**src/design/adc_ctl_pkg.sv**
```systemverilog
package adc_ctl_pkg;

	// register byte addresses on the bus, one aligned word each
	localparam logic [5:0] OFS_CTRL_A      = 6'h00;
	localparam logic [5:0] OFS_RESULT_LOW  = 6'h04;
	localparam logic [5:0] OFS_RESULT_HIGH = 6'h08;
	localparam logic [5:0] OFS_CTRL_B      = 6'h0c;
	localparam logic [5:0] OFS_BUF_LOW     = 6'h10;
	localparam logic [5:0] OFS_BUF_HIGH    = 6'h14;
	localparam logic [5:0] OFS_MISC        = 6'h18;
	localparam logic [5:0] OFS_COMP        = 6'h1c;
	localparam logic [5:0] OFS_FORMAT      = 6'h20;

	// field positions
	localparam int CA_ON    = 7;
	localparam int CA_START = 6;
	localparam int CA_AUTO  = 5;
	localparam int CA_DONE  = 4;
	localparam int CA_IE    = 3;
	localparam int CB_TWO   = 7;
	localparam int CB_RSVD  = 3;
	localparam int BH_LSB   = 4;
	localparam int MS_EXT   = 2;
	localparam int MS_INT   = 1;
	localparam int CP_OFF   = 7;
	localparam int CP_IREF  = 6;
	localparam int CP_OUT   = 5;
	localparam int CP_FLAG  = 4;
	localparam int CP_IE    = 3;
	localparam int CP_CAPT  = 2;

	// values after reset
	localparam logic [7:0]  RST_REG8   = 8'h00;
	localparam logic [9:0]  RST_RESULT = 10'h000;
	localparam logic [6:0]  RST_DIV    = 7'h00;

	// result limits
	localparam logic [9:0]  UNI_FULL   = 10'h3ff;
	localparam logic signed [10:0] BIP_MAX = 11'sh1ff;
	localparam logic signed [10:0] BIP_MIN = -11'sh200;

	// trigger source codes
	localparam logic [2:0]  TRIG_FREE  = 3'h0;

	// comparator interrupt modes
	typedef enum logic [1:0]
	{
		COMP_TOGGLE = 2'h0,
		COMP_RSVD   = 2'h1,
		COMP_FALL   = 2'h2,
		COMP_RISE   = 2'h3
	} comp_mode_e;

	// avalon request as seen by the slave
	typedef struct packed
	{
		logic [5:0]  address;
		logic        read;
		logic        write;
		logic [3:0]  byteenable;
		logic [31:0] writedata;
	} bus_req_s;

	// finished conversion from the analog core
	typedef struct packed
	{
		logic               done;
		logic signed [10:0] raw;
	} conv_in_s;

endpackage : adc_ctl_pkg

```
**src/design/adc_control_result_regs.sv**
```systemverilog
// Our own choices: the register offsets and the Avalon-MM interface to the registers.
`timescale 1ns/1ps
`default_nettype none
module adc_control_result_regs
(
	input  wire logic                  i_clk,
	input  wire logic                  i_rst_n,
	input  wire adc_ctl_pkg::bus_req_s i_bus,
	output logic                       o_waitrequest,
	output logic [31:0]                o_readdata,
	input  wire adc_ctl_pkg::conv_in_s i_conv,
	input  wire logic [5:0]            i_periph_flags,
	input  wire logic                  i_comp_raw,
	input  wire logic [10:0]           i_pin_level,
	output logic                       o_conv_start,
	output logic                       o_conv_clk_en,
	output logic                       o_conv_abort,
	output logic                       o_two_sided,
	output logic                       o_ext_ref_on,
	output logic                       o_int_ref_out_on,
	output logic                       o_current_src_on,
	output logic [10:0]                o_pin_buffer_off,
	output logic [10:0]                o_pin_read,
	output logic                       o_comp_irq
);
	import adc_ctl_pkg::*;

	// every flip-flop of the block except the two reset synchroniser flops lives in this one record
	typedef struct packed
	{
		logic        waitreq;
		logic [31:0] rdata;
		logic        converter_on;
		logic        busy;
		logic        auto_trigger_on;
		logic        done_flag;
		logic        done_ie;
		logic [2:0]  clock_divider_select;
		logic        left_justify_result;
		logic        two_sided_select;
		logic        comp_mux_en;
		logic [1:0]  comp_ref_sel;
		logic [2:0]  trigger_source_select;
		logic [7:0]  low_pin_buffer_off_bits;
		logic [2:0]  high_pin_buffer_off_bits;
		logic [2:0]  misc_bits;
		logic        comp_off;
		logic        comp_int_ref;
		logic        comp_flag;
		logic        comp_ie;
		logic        comp_capture;
		logic [1:0]  comp_mode;
		logic [9:0]  result;
		logic        locked;
		logic        trig_prev;
		logic [2:0]  sel_prev;
		logic [6:0]  div_cnt;
		logic        clk_en;
		logic        start;
		logic        abort;
		logic        comp_meta;
		logic        comparator_result;
		logic        comp_prev;
		logic [10:0] pin_meta;
		logic [10:0] pin_sync;
		logic [10:0] pin_read;
		logic        comp_irq;
	} ctl_state_s;

	ctl_state_s st;
	ctl_state_s next_st;
	logic       rst_meta_n;
	logic       rst_sync_n;

	// reset is released through two flops so that no flop leaves reset
	// in a different cycle from its neighbours
	always_ff @(posedge i_clk or negedge i_rst_n)
	begin
		if (!i_rst_n)
		begin
			rst_meta_n <= 1'b0;
			rst_sync_n <= 1'b0;
		end
		else
		begin
			rst_meta_n <= 1'b1;
			rst_sync_n <= rst_meta_n;
		end
	end

	// decoded access strobes, valid only at the edge that ends the wait
	logic       acc;
	logic       wr8;
	logic       rd;
	logic [7:0] wd;
	logic [6:0] div_last;
	logic [7:0] trig_src;
	logic       trig_now;
	logic       trig_edge;
	logic       sw_start;
	logic       conv_finish;
	logic [9:0] shaped;
	logic [7:0] res_low;
	logic [7:0] res_high;
	logic [7:0] rmux;
	logic       comp_event;

	always_comb
	begin
		acc      = (i_bus.read | i_bus.write) & ~st.waitreq;
		wr8      = acc & i_bus.write & i_bus.byteenable[0];
		rd       = acc & i_bus.read;
		wd       = i_bus.writedata[7:0];
	end

	// divider terminal count: codes 0 and 1 both divide by two
	always_comb
	begin
		case (st.clock_divider_select)
			3'h0, 3'h1: div_last = 7'h01;
			3'h2:       div_last = 7'h03;
			3'h3:       div_last = 7'h07;
			3'h4:       div_last = 7'h0f;
			3'h5:       div_last = 7'h1f;
			3'h6:       div_last = 7'h3f;
			default:    div_last = 7'h7f;
		endcase
	end

	// trigger sources; the free-running source is the done flag itself
	always_comb
	begin
		trig_src  = {i_periph_flags, st.comp_flag, st.done_flag};
		trig_now  = trig_src[st.trigger_source_select];
		// a new selection whose flag is set while the old one was clear is an edge, except free run
		trig_edge = trig_now & ~st.trig_prev
			& ~((st.trigger_source_select == TRIG_FREE)
			& (st.sel_prev != TRIG_FREE));
	end

	// shape the raw difference from the core into the stored code
	always_comb
	begin
		if (st.two_sided_select)
		begin
			// clamp to 9 magnitude bits plus sign
			if (i_conv.raw > BIP_MAX)
				shaped = BIP_MAX[9:0];
			else if (i_conv.raw < BIP_MIN)
				shaped = BIP_MIN[9:0];
			else
				shaped = i_conv.raw[9:0];
		end
		else if (i_conv.raw <= 11'sh000)
			shaped = UNI_FULL;
		else if (i_conv.raw[10:0] > {1'b0, UNI_FULL})
			shaped = UNI_FULL;
		else
			shaped = i_conv.raw[9:0];
	end

	// justification is applied at read time so the bit acts at once
	always_comb
	begin
		if (st.left_justify_result)
		begin
			res_high = st.result[9:2];
			res_low  = {st.result[1:0], 6'h00};
		end
		else
		begin
			res_high = {6'h00, st.result[9:8]};
			res_low  = st.result[7:0];
		end
	end

	// comparator interrupt event from the synchronised output
	always_comb
	begin
		case (comp_mode_e'(st.comp_mode))
			COMP_TOGGLE: comp_event = st.comparator_result ^ st.comp_prev;
			COMP_FALL:   comp_event = ~st.comparator_result & st.comp_prev;
			COMP_RISE:   comp_event = st.comparator_result & ~st.comp_prev;
			default:     comp_event = 1'b0; // reserved code fires nothing
		endcase
		comp_event = comp_event & ~st.comp_off;
	end

	// read multiplexer; reserved bits come back as zero
	always_comb
	begin
		case (i_bus.address)
			OFS_CTRL_A:
				rmux = {st.converter_on, st.busy, st.auto_trigger_on,
					st.done_flag, st.done_ie, st.clock_divider_select};
			OFS_RESULT_LOW:  rmux = res_low;
			OFS_RESULT_HIGH: rmux = res_high;
			OFS_CTRL_B:
				rmux = {st.two_sided_select, st.comp_mux_en,
					st.comp_ref_sel, 1'b0,
					st.trigger_source_select};
			OFS_BUF_LOW:     rmux = st.low_pin_buffer_off_bits;
			OFS_BUF_HIGH:
				rmux = {1'b0, st.high_pin_buffer_off_bits, 4'h0};
			OFS_MISC:        rmux = {5'h00, st.misc_bits};
			OFS_COMP:
				rmux = {st.comp_off, st.comp_int_ref, st.comparator_result,
					st.comp_flag, st.comp_ie, st.comp_capture,
					st.comp_mode};
			OFS_FORMAT:      rmux = {7'h00, st.left_justify_result};
			default:         rmux = RST_REG8;
		endcase
	end

	always_comb
	begin
		sw_start    = wr8 & (i_bus.address == OFS_CTRL_A)
			& wd[CA_START] & wd[CA_ON];
		conv_finish = st.busy & i_conv.done;
	end

	// next-state logic for the whole block
	always_comb
	begin
		next_st = st;

		// bus handshake: one wait cycle, then the access completes
		next_st.waitreq = ~((i_bus.read | i_bus.write) & st.waitreq);
		if (~next_st.waitreq & i_bus.read)
			next_st.rdata = {24'h000000, rmux};
		else
			next_st.rdata = 32'h00000000;

		// register writes; result bytes have no write path at all
		if (wr8)
		begin
			case (i_bus.address)
				OFS_CTRL_A:
				begin
					next_st.converter_on         = wd[CA_ON];
					next_st.auto_trigger_on      = wd[CA_AUTO];
					next_st.done_ie              = wd[CA_IE];
					next_st.clock_divider_select = wd[2:0];
					if (wd[CA_DONE])
						next_st.done_flag = 1'b0;
				end
				OFS_CTRL_B:
				begin
					next_st.two_sided_select      = wd[CB_TWO];
					next_st.comp_mux_en           = wd[6];
					next_st.comp_ref_sel          = wd[5:4];
					next_st.trigger_source_select = wd[2:0];
				end
				OFS_BUF_LOW:
					next_st.low_pin_buffer_off_bits = wd;
				OFS_BUF_HIGH:
					next_st.high_pin_buffer_off_bits = wd[6:BH_LSB];
				OFS_MISC:
					next_st.misc_bits = wd[2:0];
				OFS_COMP:
				begin
					next_st.comp_off     = wd[CP_OFF];
					next_st.comp_int_ref = wd[CP_IREF];
					next_st.comp_ie      = wd[CP_IE];
					next_st.comp_capture = wd[CP_CAPT];
					next_st.comp_mode    = wd[1:0];
					if (wd[CP_FLAG])
						next_st.comp_flag = 1'b0;
				end
				OFS_FORMAT:
					next_st.left_justify_result = wd[0];
				default:
					next_st.misc_bits = st.misc_bits;
			endcase
		end

		// result lock: taken in the cycle the low byte is captured, so a
		// conversion ending in that same cycle cannot split the pair
		if (~next_st.waitreq & i_bus.read
			& (i_bus.address == OFS_RESULT_LOW))
			next_st.locked = 1'b1;
		else if (rd & (i_bus.address == OFS_RESULT_HIGH))
			next_st.locked = 1'b0;

		// converter clock enable from the prescaler
		if (!st.converter_on || st.div_cnt >= div_last)
			next_st.div_cnt = RST_DIV;
		else
			next_st.div_cnt = st.div_cnt + 7'h01;
		next_st.clk_en = st.converter_on & (st.div_cnt >= div_last);

		// trigger edge tracking
		next_st.trig_prev = trig_now;
		next_st.sel_prev  = st.trigger_source_select;

		// start requests; turning the converter off ends a conversion
		next_st.start = 1'b0;
		next_st.abort = 1'b0;
		if (!st.converter_on)
		begin
			next_st.abort = st.busy;
			next_st.busy  = 1'b0;
		end
		else if (conv_finish)
			next_st.busy = 1'b0;
		if ((sw_start | (st.converter_on & st.auto_trigger_on
			& trig_edge)) & ~st.busy & ~next_st.start)
		begin
			next_st.start = 1'b1;
			next_st.busy  = 1'b1;
		end

		// completion sets the flag; a set in the same cycle beats a clear
		if (conv_finish & st.converter_on)
		begin
			next_st.done_flag = 1'b1;
			if (!next_st.locked)
				next_st.result = shaped;
		end

		// comparator output and pins pass two flops before use
		next_st.comp_meta         = i_comp_raw;
		next_st.comparator_result = st.comp_meta & ~st.comp_off;
		next_st.comp_prev         = st.comparator_result;
		if (comp_event)
			next_st.comp_flag = 1'b1;
		next_st.comp_irq = next_st.comp_flag & next_st.comp_ie;

		next_st.pin_meta = i_pin_level;
		next_st.pin_sync = st.pin_meta;
		// mask with the new bits so a freshly disabled pin never shows a one
		next_st.pin_read = st.pin_sync
			& ~{next_st.high_pin_buffer_off_bits,
			next_st.low_pin_buffer_off_bits};
	end

	// single register stage for the whole state record
	always_ff @(posedge i_clk or negedge rst_sync_n)
	begin
		if (!rst_sync_n)
		begin
			st         <= '0;
			st.waitreq <= 1'b1;
			st.result  <= RST_RESULT;
		end
		else
			st <= next_st;
	end

	// outputs straight from the state flops
	assign o_waitrequest    = st.waitreq;
	assign o_readdata       = st.rdata;
	assign o_conv_start     = st.start;
	assign o_conv_clk_en    = st.clk_en;
	assign o_conv_abort     = st.abort;
	assign o_two_sided      = st.two_sided_select;
	assign o_ext_ref_on     = st.misc_bits[MS_EXT];
	assign o_int_ref_out_on = st.misc_bits[MS_INT];
	assign o_current_src_on = st.misc_bits[0];
	assign o_pin_buffer_off = {st.high_pin_buffer_off_bits,
		st.low_pin_buffer_off_bits};
	assign o_pin_read       = st.pin_read;
	assign o_comp_irq       = st.comp_irq;

endmodule : adc_control_result_regs
`default_nettype wire

```
**config.mk**
```make
export PLATFORM = sky130hd
export DESIGN_NAME = adc_control_result_regs
export DESIGN_NICKNAME = d
export VERILOG_FILES = /design/src/design/adc_ctl_pkg.sv /design/src/design/adc_control_result_regs.sv
export SDC_FILE = /design/constraint.sdc
export NUM_CORES = 1
export LEC_CHECK = 0
export BUFFER_PORTS_ARGS = -buffer_cell sky130_fd_sc_hd__buf_4
export CAP_MARGIN = 30
export CORE_UTILIZATION = 45
export CTS_CLUSTER_DIAMETER = 30
export CTS_CLUSTER_SIZE = 14
export DETAILED_ROUTE_END_ITERATION = 10
export GPL_ROUTABILITY_DRIVEN = 0
export PLACE_DENSITY = 0.78
export SKIP_CTS_REPAIR_TIMING = 1
export SLEW_MARGIN = 15
export SYNTH_ARGS = -nofsm -noshare
export SYNTH_HDL_FRONTEND = slang
export SYNTH_SLANG_ARGS = --single-unit
```
**constraint.sdc**
```tcl
create_clock -name i_clk -period 5.28 [get_ports i_clk]
set_input_delay 0.528 -clock i_clk [delete_from_list [all_inputs] [get_ports i_clk]]
set_output_delay 0.528 -clock i_clk [all_outputs]
set_load 0.02 [all_outputs]
```
[After elaboration in Yosys (flattened, before gate mapping)]
Index checks and enable logic that the tools add are counted.
Storage, ports and cells
  bits in writable memories: 0
  memories kept: 0
  output and inout bits: 63
  bits in registers: 134
  bits in latches: 0
  bits of input ports: 76
  bits in read-only memories: 0
Cells by class
  multiply operators: 0
  $lt $le $gt $ge: 6
  reductions and logical operators: 18
  add/subtract/negate cells: 1
  divide/modulo/power cells: 0
  eq/ne operators: 17
  shift-type cells: 0
  mux-type cells: 33
  bitwise gates (word level): 39
Operator list (count)
  $pmux 8 s9: 1
  $mux 10: 5
  $pmux 7 s6: 1
  $mux 34: 1
  $mux 8: 4
  $and 1x1->1: 25
  $eq 6x5->1 const B: 4
  $gt 11x10->1 const B: 2
  $mux 7: 3
  $mux 1: 13
  $eq 6x4->1 const B: 2
  $reduce_and 2->1: 6
  $and 11x11->11: 1
  $le 11x1->1 const B: 1
  $lt 11x10->1 const B: 1
  $not 11->11: 1
  $eq 3x3->1 const B: 3
  $not 1->1: 9
  $add 7x1->7 const B: 1
  $ge 7x7->1: 1
  $eq 3x2->1 const B: 2
  $eq 6x3->1 const B: 1
  $eq 6x6->1 const B: 1
  $logic_not 3->1: 2
  18 further kinds: 23

[Longest topological paths before layout]
Gate-level depths: netlist of run 1.
  depth after elaboration: 10
  gate-level depth with buffers: 6
  gate-level depth less buffers: 6

[Least setup slack after synthesis of run 1]
Ideal clock, no wire load.
  path type: input to register
  from: input port i_bus[42] (netlist name)
  to: register st, in the netlist next_st[47]
  buffers on the path: 2
  setup time: 125 ps
  cell stages on the path: 5
  arrival: 1709 ps
  path slack: 3447 ps
  cell sequence: nor4_4 > clkbuf_2 > and3_1 > buf_2 > mux2_2
Between the ends
  cells in the longest elaborated chain, start to end: 2
Ends and longest elaborated chain
  start, declared: line adc_control_result_regs.sv:8  | input wire adc_ctl_pkg::bus_req_s i_bus,
  $eq 6x4->1: line adc_control_result_regs.sv:237  | case (i_bus.address)
  $reduce_and 2->1 (no line)
  end signal, assigned: line adc_control_result_regs.sv:347  | st <= next_st;
  end, declared: line adc_control_result_regs.sv:70  | ctl_state_s st;
Every way passes these cells.
A chain may end at the register's enable or synchronous reset.

==> run metrics, run 1 <==
status=finished, final reports clean; Clock Pin Slew Worst Setup and Hold Paths=0.08 ns; Arrival @ worst endpoint=2.49 ns; share of cells above drive strength 1=32.1%; post-synthesis adder-cell area fraction=2.19%; deepest clock path buffer count=2; EDFF count, synth=0; Worst Path Max Fanout=22; Slew headroom=42.6%; H-tree levels=3; Synth Area in Simple Gates=11.2%; mux cell area share after synthesis=12.3%; max-slew violations=0; Core Region=11000 µm²; CTS root buf=clkbuf_16; DRT iter0 DRCs=163; Net Sw Power=0.445 mW; Die H=109 µm; largest family of logic cells by synthesized area=multiplexers; vias in the first global route=3430; row count=38; max capacitance violation total=0; Num CTS Buffers=9; fraction of registers with async set/reset=100%; number of antenna violations at the first check in global routing=0; warnings from Yosys=0; clock skew=0.0127 ns; Synth Area in Compound Gates=9.10%; die width=109 µm; fin nets=582; main flop type after synthesis=dfrtp_1; DRT antenna net count=0; routed len/inst=16.0 µm; TritonCTS Sinks=110; Setup-failing EPs final=0; Seq cells post-synth=110; worst hold-check path type=in2reg; final worst-path cycle share=41.8%; Critical Path RT=5.56 ns; post-synthesis xor/xnor area fraction=0.853%; Pint=1.28 mW; P_leak=2.94 nW; Post-Syn Area=5130 µm²; clock share of power=38.0%; CTS tree=yes; CP startpoint kind=input pin; PD cells=293 nW/µm²; total gr overflow=0; Synth cell types=55; cell area after layout=5900 µm²; Total Neg Setup Slack=0 ns; worst skew pair latency=0.35 ns; Layout Area Growth over Synthesis=14.9%; Mapped Cells=441; io pins=139; Reg power frac=52.3%; largest net degree at the start of global routing=68; drc violations=0; first-pass GRT wire length=16900 µm; total number of vias=3441; FMAX=453 MHz; crit path time final=2.21 ns; TritonRoute pass-1 iters=5; DR vias/cell=5.36; Placement Cell Area=5590 µm²; Setup CP Type=in2reg; PortBufs=87; top cells by area, synth=dfrtp_1 53%, mux2_2 9.7%, buf_4 7.9%; full die area=11800 µm²; worst slew pin tran=0.858 ns; RSZ-0062 raised after global routing=false; final hold viol count=0; switching share of power=25.8%; peak supply drop=0.000184 V; final WL=10300 µm; Initial Util=46.7%; Final HPWL DP=7490 µm; largest area contributor in the netlist=dfrtp_1; register area share after synthesis=53.7%; # diodes=0; GRT Resource Usage Total=18.7%; Comb power frac=9.8%; syn_area_per_cell=11.6 µm²; share of the synthesized area in the top cell type=53.2%; Worst setup EP type=flop
## through the flow
| step | cells | util, % | power [mW] | hold WS, ns | setup slack, ns |
|---|---|---|---|---|---|
| 2_1_floorplan | 464 | - | 1.03 | 0.232 | 1.99 |
| 3_3_place_gp | 625 | 50.9 | 1.08 | 0.311 | 2.74 |
| 3_5_place_dp | 625 | 50.9 | 1.09 | 0.311 | 2.71 |
| 4_1_cts | 641 | 53.6 | 1.74 | -0.0660 | 3.08 |
| 5_1_grt | 642 | 53.7 | 1.80 | 0.263 | 2.97 |
| 6_report | 642 | 53.7 | 1.73 | 0.278 | 3.07 |
## logic make-up after synthesis
logic type,count (synthesis)
other,2
AO/OA/AOI/OAI,63
XOR/XNOR,5
AND/OR/NAND/NOR,110
buffers and inverters,87
flip-flops,110
adder cells (fa/ha/maj),9
multiplexers,55
## per-layer routing
metal | GRT usage (%) | wire [µm]
met1 | 24.6 | 4230
met2 | 31.1 | 5150
met3 | 3.95 | 732
met4 | 5.69 | 173
met5 | 0 | 0
## final timing paths
check,startpoint,endpoint,slack (ns),cells past startpoint
worst max-delay path,i_bus[40],o_pin_read[5],3.07,5
worst min-delay path,i_pin_level[2],next_st[14],0.28,1
worst max register to register,st[92],st[42],3.38,5
worst min register to register,rst_sync_n,next_st[13],0.31,0
max in group asynchronous,rst_sync_n,o_readdata[3],3.77,1
min in group asynchronous,rst_sync_n,next_st[13],0.31,0
## area by class of cell
type	count	area, µm²
Clock buffer	10	229
Clock inverter	6	62.6
Fill cell	931	5090
Inverter	19	71.3
Multi-Input combinational cell	267	1920
Sequential cell	110	2760
Tap cell	140	175
Timing Repair Buffer	90	678
## worst max-delay path, stage by stage
cell    delay (ns)
buf_4         0.20
nor2_1        0.68
and3_1        0.57
mux2_2        0.40
nor2_1        0.09
## sequential cells by signal, summed over array words and instances, names as in the netlist, 8 cells and up
name,count
st,54
next_st,15
o_readdata,8
o_pin_buffer_off,11
o_pin_read,11
## layout by cell type (no fill, tap or decap), drive strengths merged, types with 4 or more instances in the layout
master   count
a22o        10
and2         4
and3         7
a21o         4
nand4        5
dfrtp      109
clkbuf      10
ha           9
inv         24
mux2        44
nand3       13
nand2       28
mux2i        9
a21oi       12
buf         89
conb        25
o2bb2ai      5
nor2        30
o21ai       12
## cells in the mapped netlist, types with 3 or more instances
library cell,count
a21o_1,4
nand2b_1,3
buf_4,54
nand4_1,5
nand2_1,28
mux2_2,44
dfrtp_1,109
ha_1,9
nor2_1,30
and3b_1,3
nand3_1,13
xnor2_1,3
mux2i_1,9
buf_2,9
inv_1,19
o21ai_0,12
a21oi_1,12
clkbuf_1,4
a22o_1,10
nor3_1,3
and2_1,4
o2bb2ai_1,5
and3_1,7
## power groups by stage
stage	logic [mW]	registers, mW	clock network (mW)
floorplan	0.113	0.920	0
global placement	0.164	0.917	0
detailed placement	0.168	0.919	0
CTS	0.169	0.903	0.669
global route	0.186	0.907	0.704
finish	0.169	0.902	0.655
Power figures use the tool's default switching activity.
==> run 2, diff against run 1 <==
Settings changed: ABC_AREA set to 1, PLACE_DENSITY 0.78 to 0.81.
Clock period 5.28 ns to 1.9 ns, I/O delays scaled along.
==> run 2 against run 1 <==
Effect of this change: area after synthesis increased by 2.9%; register-to-register slack got worse by 3.1 ns; cell count increased by 33%; largest cell class unchanged; clock skew decreased by 0.0041 ns; largest power group unchanged; sequential cell count unchanged; critical path depth increased by 1; non-clock buffer count increased by 18; global-route usage increased by 1.5 points.
==> run metrics, run 2 <==
count leader, synth=nand2_1 (was dfrtp_1); max reg flops=54 (unchanged); most frequent cells in the layout=161 x nand2_1, 108 x dfrtp_1, 93 x buf_4 (was 108 x dfrtp_1, 89 x buf_4, 44 x mux2_2); DP Cell Count=823 (was 625); Worst setup EP type=flop (unchanged); vias in the first global route=3791 (was 3430); worst r2r path cells=6 (was 5); dpl ws=0.225 ns (was 2.71 ns); number of antenna violations at the first check in global routing=0 (unchanged); main flop type after synthesis=dfrtp_1 (unchanged); final WL=11600 µm (was 10300 µm); Layout Area Growth over Synthesis=18.5% (was 14.9%); largest net degree at the start of global routing=73 (was 68); switching share of power=26.6% (was 25.8%); GRT Resource Usage Total=20.1% (was 18.7%); DR vias/cell=4.92 (was 5.36); deepest clock path buffer count=2 (unchanged); Die H=110 µm (was 109 µm); WP buf/inv=0 (was 1); total gr overflow=0 (unchanged); Reg power frac=49.7% (was 52.3%); status=finished, final reports clean (unchanged); H-tree levels=3 (unchanged); Setup CP Type=reg2reg (was in2reg); Top Usage Layer GRT=met2 (unchanged); EDFF count, synth=0 (unchanged); Critical Path RT=2.18 ns (was 5.56 ns); share of cells above drive strength 1=17.9% (was 32.1%); CP startpoint kind=flop (was input pin); warnings from Yosys=0 (unchanged); grt met3 use=5.64% (was 3.95%); Comb power frac=15.3% (was 9.8%); # diodes=0 (unchanged); reg-to-reg slack, setup=0.23 ns (was 3.38 ns); Pint=3.96 mW (was 1.28 mW); grt met2 use=31.1% (about the same); clock skew=0.00859 ns (was 0.0127 ns); peak supply drop=0.000587 V (was 0.000184 V); final worst-path cycle share=87.7%; first-pass GRT wire length=18200 µm (was 16900 µm); CP max stage delay=0.46 ns (was 0.68 ns); PD cells=862 nW/µm² (was 293 nW/µm²); fin nets=790 (was 582); Arrival @ worst endpoint=1.94 ns (was 2.49 ns); crit path time final=1.67 ns; Worst Path Max Fanout=7 (was 22); CP top delay family=compound AO/OA/AOI/OAI gates (was simple AND/OR/NAND/NOR gates); crit path max-delay cell type=dfrtp_1 (was nor2_1); routed len/inst=13.6 µm (was 16.0 µm); die width=110 µm (was 109 µm); row count=39 (was 38); P_leak=3.29 nW (was 2.94 nW); max capacitance violation total=0 (unchanged); Setup-failing EPs final=0 (unchanged); Total Neg Setup Slack=0 ns (unchanged); io pins=139 (unchanged); Final HPWL DP=8680 µm (was 7490 µm); Finished Layout Cells=853 (was 642); final hold viol count=0 (unchanged); largest area contributor in the netlist=dfrtp_1 (unchanged); syn_area_per_cell=8.43 µm² (was 11.6 µm²); hold-critical path depth=2 (was 1); PortBufs=87 (unchanged); full die area=12200 µm² (was 11800 µm²); RSZ-0062 raised after global routing=false (unchanged); Mapped Cells=626 (was 441); total number of vias=4199 (was 3441); clock share of power=35.0% (was 38.0%); Seq cells post-synth=110 (unchanged); Global Route met1 Usage=27.2% (was 24.6%); DRT iter0 DRCs=274 (was 163); Core Region=11400 µm² (was 11000 µm²); worst hold-check path type=in2reg (unchanged); Largest Register=st (unchanged); register area share after synthesis=52.2% (was 53.7%); max-slew violations=0 (unchanged); Post-Syn Area=5280 µm² (was 5130 µm²); Worst path depth=6 (was 5); PnR worst setup slack=0.234 ns (was 3.07 ns); most common cell after layout, fill and taps aside=nand2_1 (was dfrtp_1); Synth cell types=31 (was 55); worst skew pair latency=0.35 ns (about the same); Num CTS Buffers=9 (unchanged); cells along the critical path=o21ai_0 > ha_1 > a21oi_1 > o21a_1 > nand3_1 > nor2_1 (was buf_4 > nor2_1 > and3_1 > mux2_2 > nor2_1); FMAX=600 MHz; DRT antenna net count=0 (unchanged); drc violations=0 (unchanged); Clock Pin Slew Worst Setup and Hold Paths=0.07 ns (was 0.08 ns); share of the synthesized area in the top cell type=51.7% (was 53.2%); CTS tree=yes (unchanged); CTS root buf=clkbuf_16 (unchanged); TritonCTS Sinks=110 (unchanged); synth cell count leaders=161 x nand2_1, 109 x dfrtp_1, 75 x inv_1 (was 109 x dfrtp_1, 54 x buf_4, 44 x mux2_2); Net Sw Power=1.43 mW (was 0.445 mW); TritonRoute pass-1 iters=5 (unchanged); top cells by area, synth=dfrtp_1 52%, nand2_1 11%, buf_4 7.8% (was dfrtp_1 53%, mux2_2 9.7%, buf_4 7.9%); Initial Util=46.2% (was 46.7%); fraction of registers with async set/reset=100% (unchanged)
run 2: worst paths after layout:
kind,from,end
max in group asynchronous,rst_sync_n,st[45]
worst max register to register,st[92],st[44]
worst max-delay path,st[92],st[44]
worst min-delay path,i_bus[37],o_waitrequest
worst min register to register,rst_sync_n,st[18]
min in group asynchronous,rst_sync_n,st[18]
run 2: routing by layer:
metal  share of wire [%]  up-vias
li1                    -     2038
met1                  42     1975
met2                  48      169
met3                 8.3       17
met4                 1.8        0
met5                   0        -
run 2: cell type report:
type / count / area (µm²)
clock buffer: 13 / 260
clock inverter: 3 / 43.8
fill: 1062 / 5160
inverter: 76 / 285
multi-input combinational: 400 / 1870
sequential: 110 / 2760
tap: 143 / 179
timing repair buffer: 108 / 858
run 2: through the flow:
stage	total power [mW]	hold slack, ns	util [%]	instance area [µm²]
5_1_grt	5.65	0.0358	54.8	6250
2_1_floorplan	3.28	-0.106	-	5370
3_3_place_gp	3.49	-0.0266	50.9	5810
6_report	5.39	0.0299	54.8	6250
3_5_place_dp	3.52	-0.0263	50.9	5810
4_1_cts	5.40	-0.394	53.6	6110
run 2: power by group through the flow:
stage	logic (mW)	clock network, mW	registers, mW
after floorplan	0.555	0	2.72
after global placement	0.779	0	2.71
after detailed placement	0.802	0	2.72
after CTS	0.811	1.92	2.68
after global routing	0.938	2.01	2.70
final	0.827	1.89	2.68
run 2: cells by family (layout without fill, tap and decap cells):
family | Yosys count | in the layout | share of synthesized area, %
xor+xnor | 5 | 5 | 0.829
other cells | 2 | 25 | 0.142
flops | 110 | 110 | 52.2
fa+ha+maj | 9 | 9 | 2.13
buf+inv | 139 | 200 | 14.1
compound gates | 68 | 68 | 6.87
simple gates | 293 | 293 | 23.8
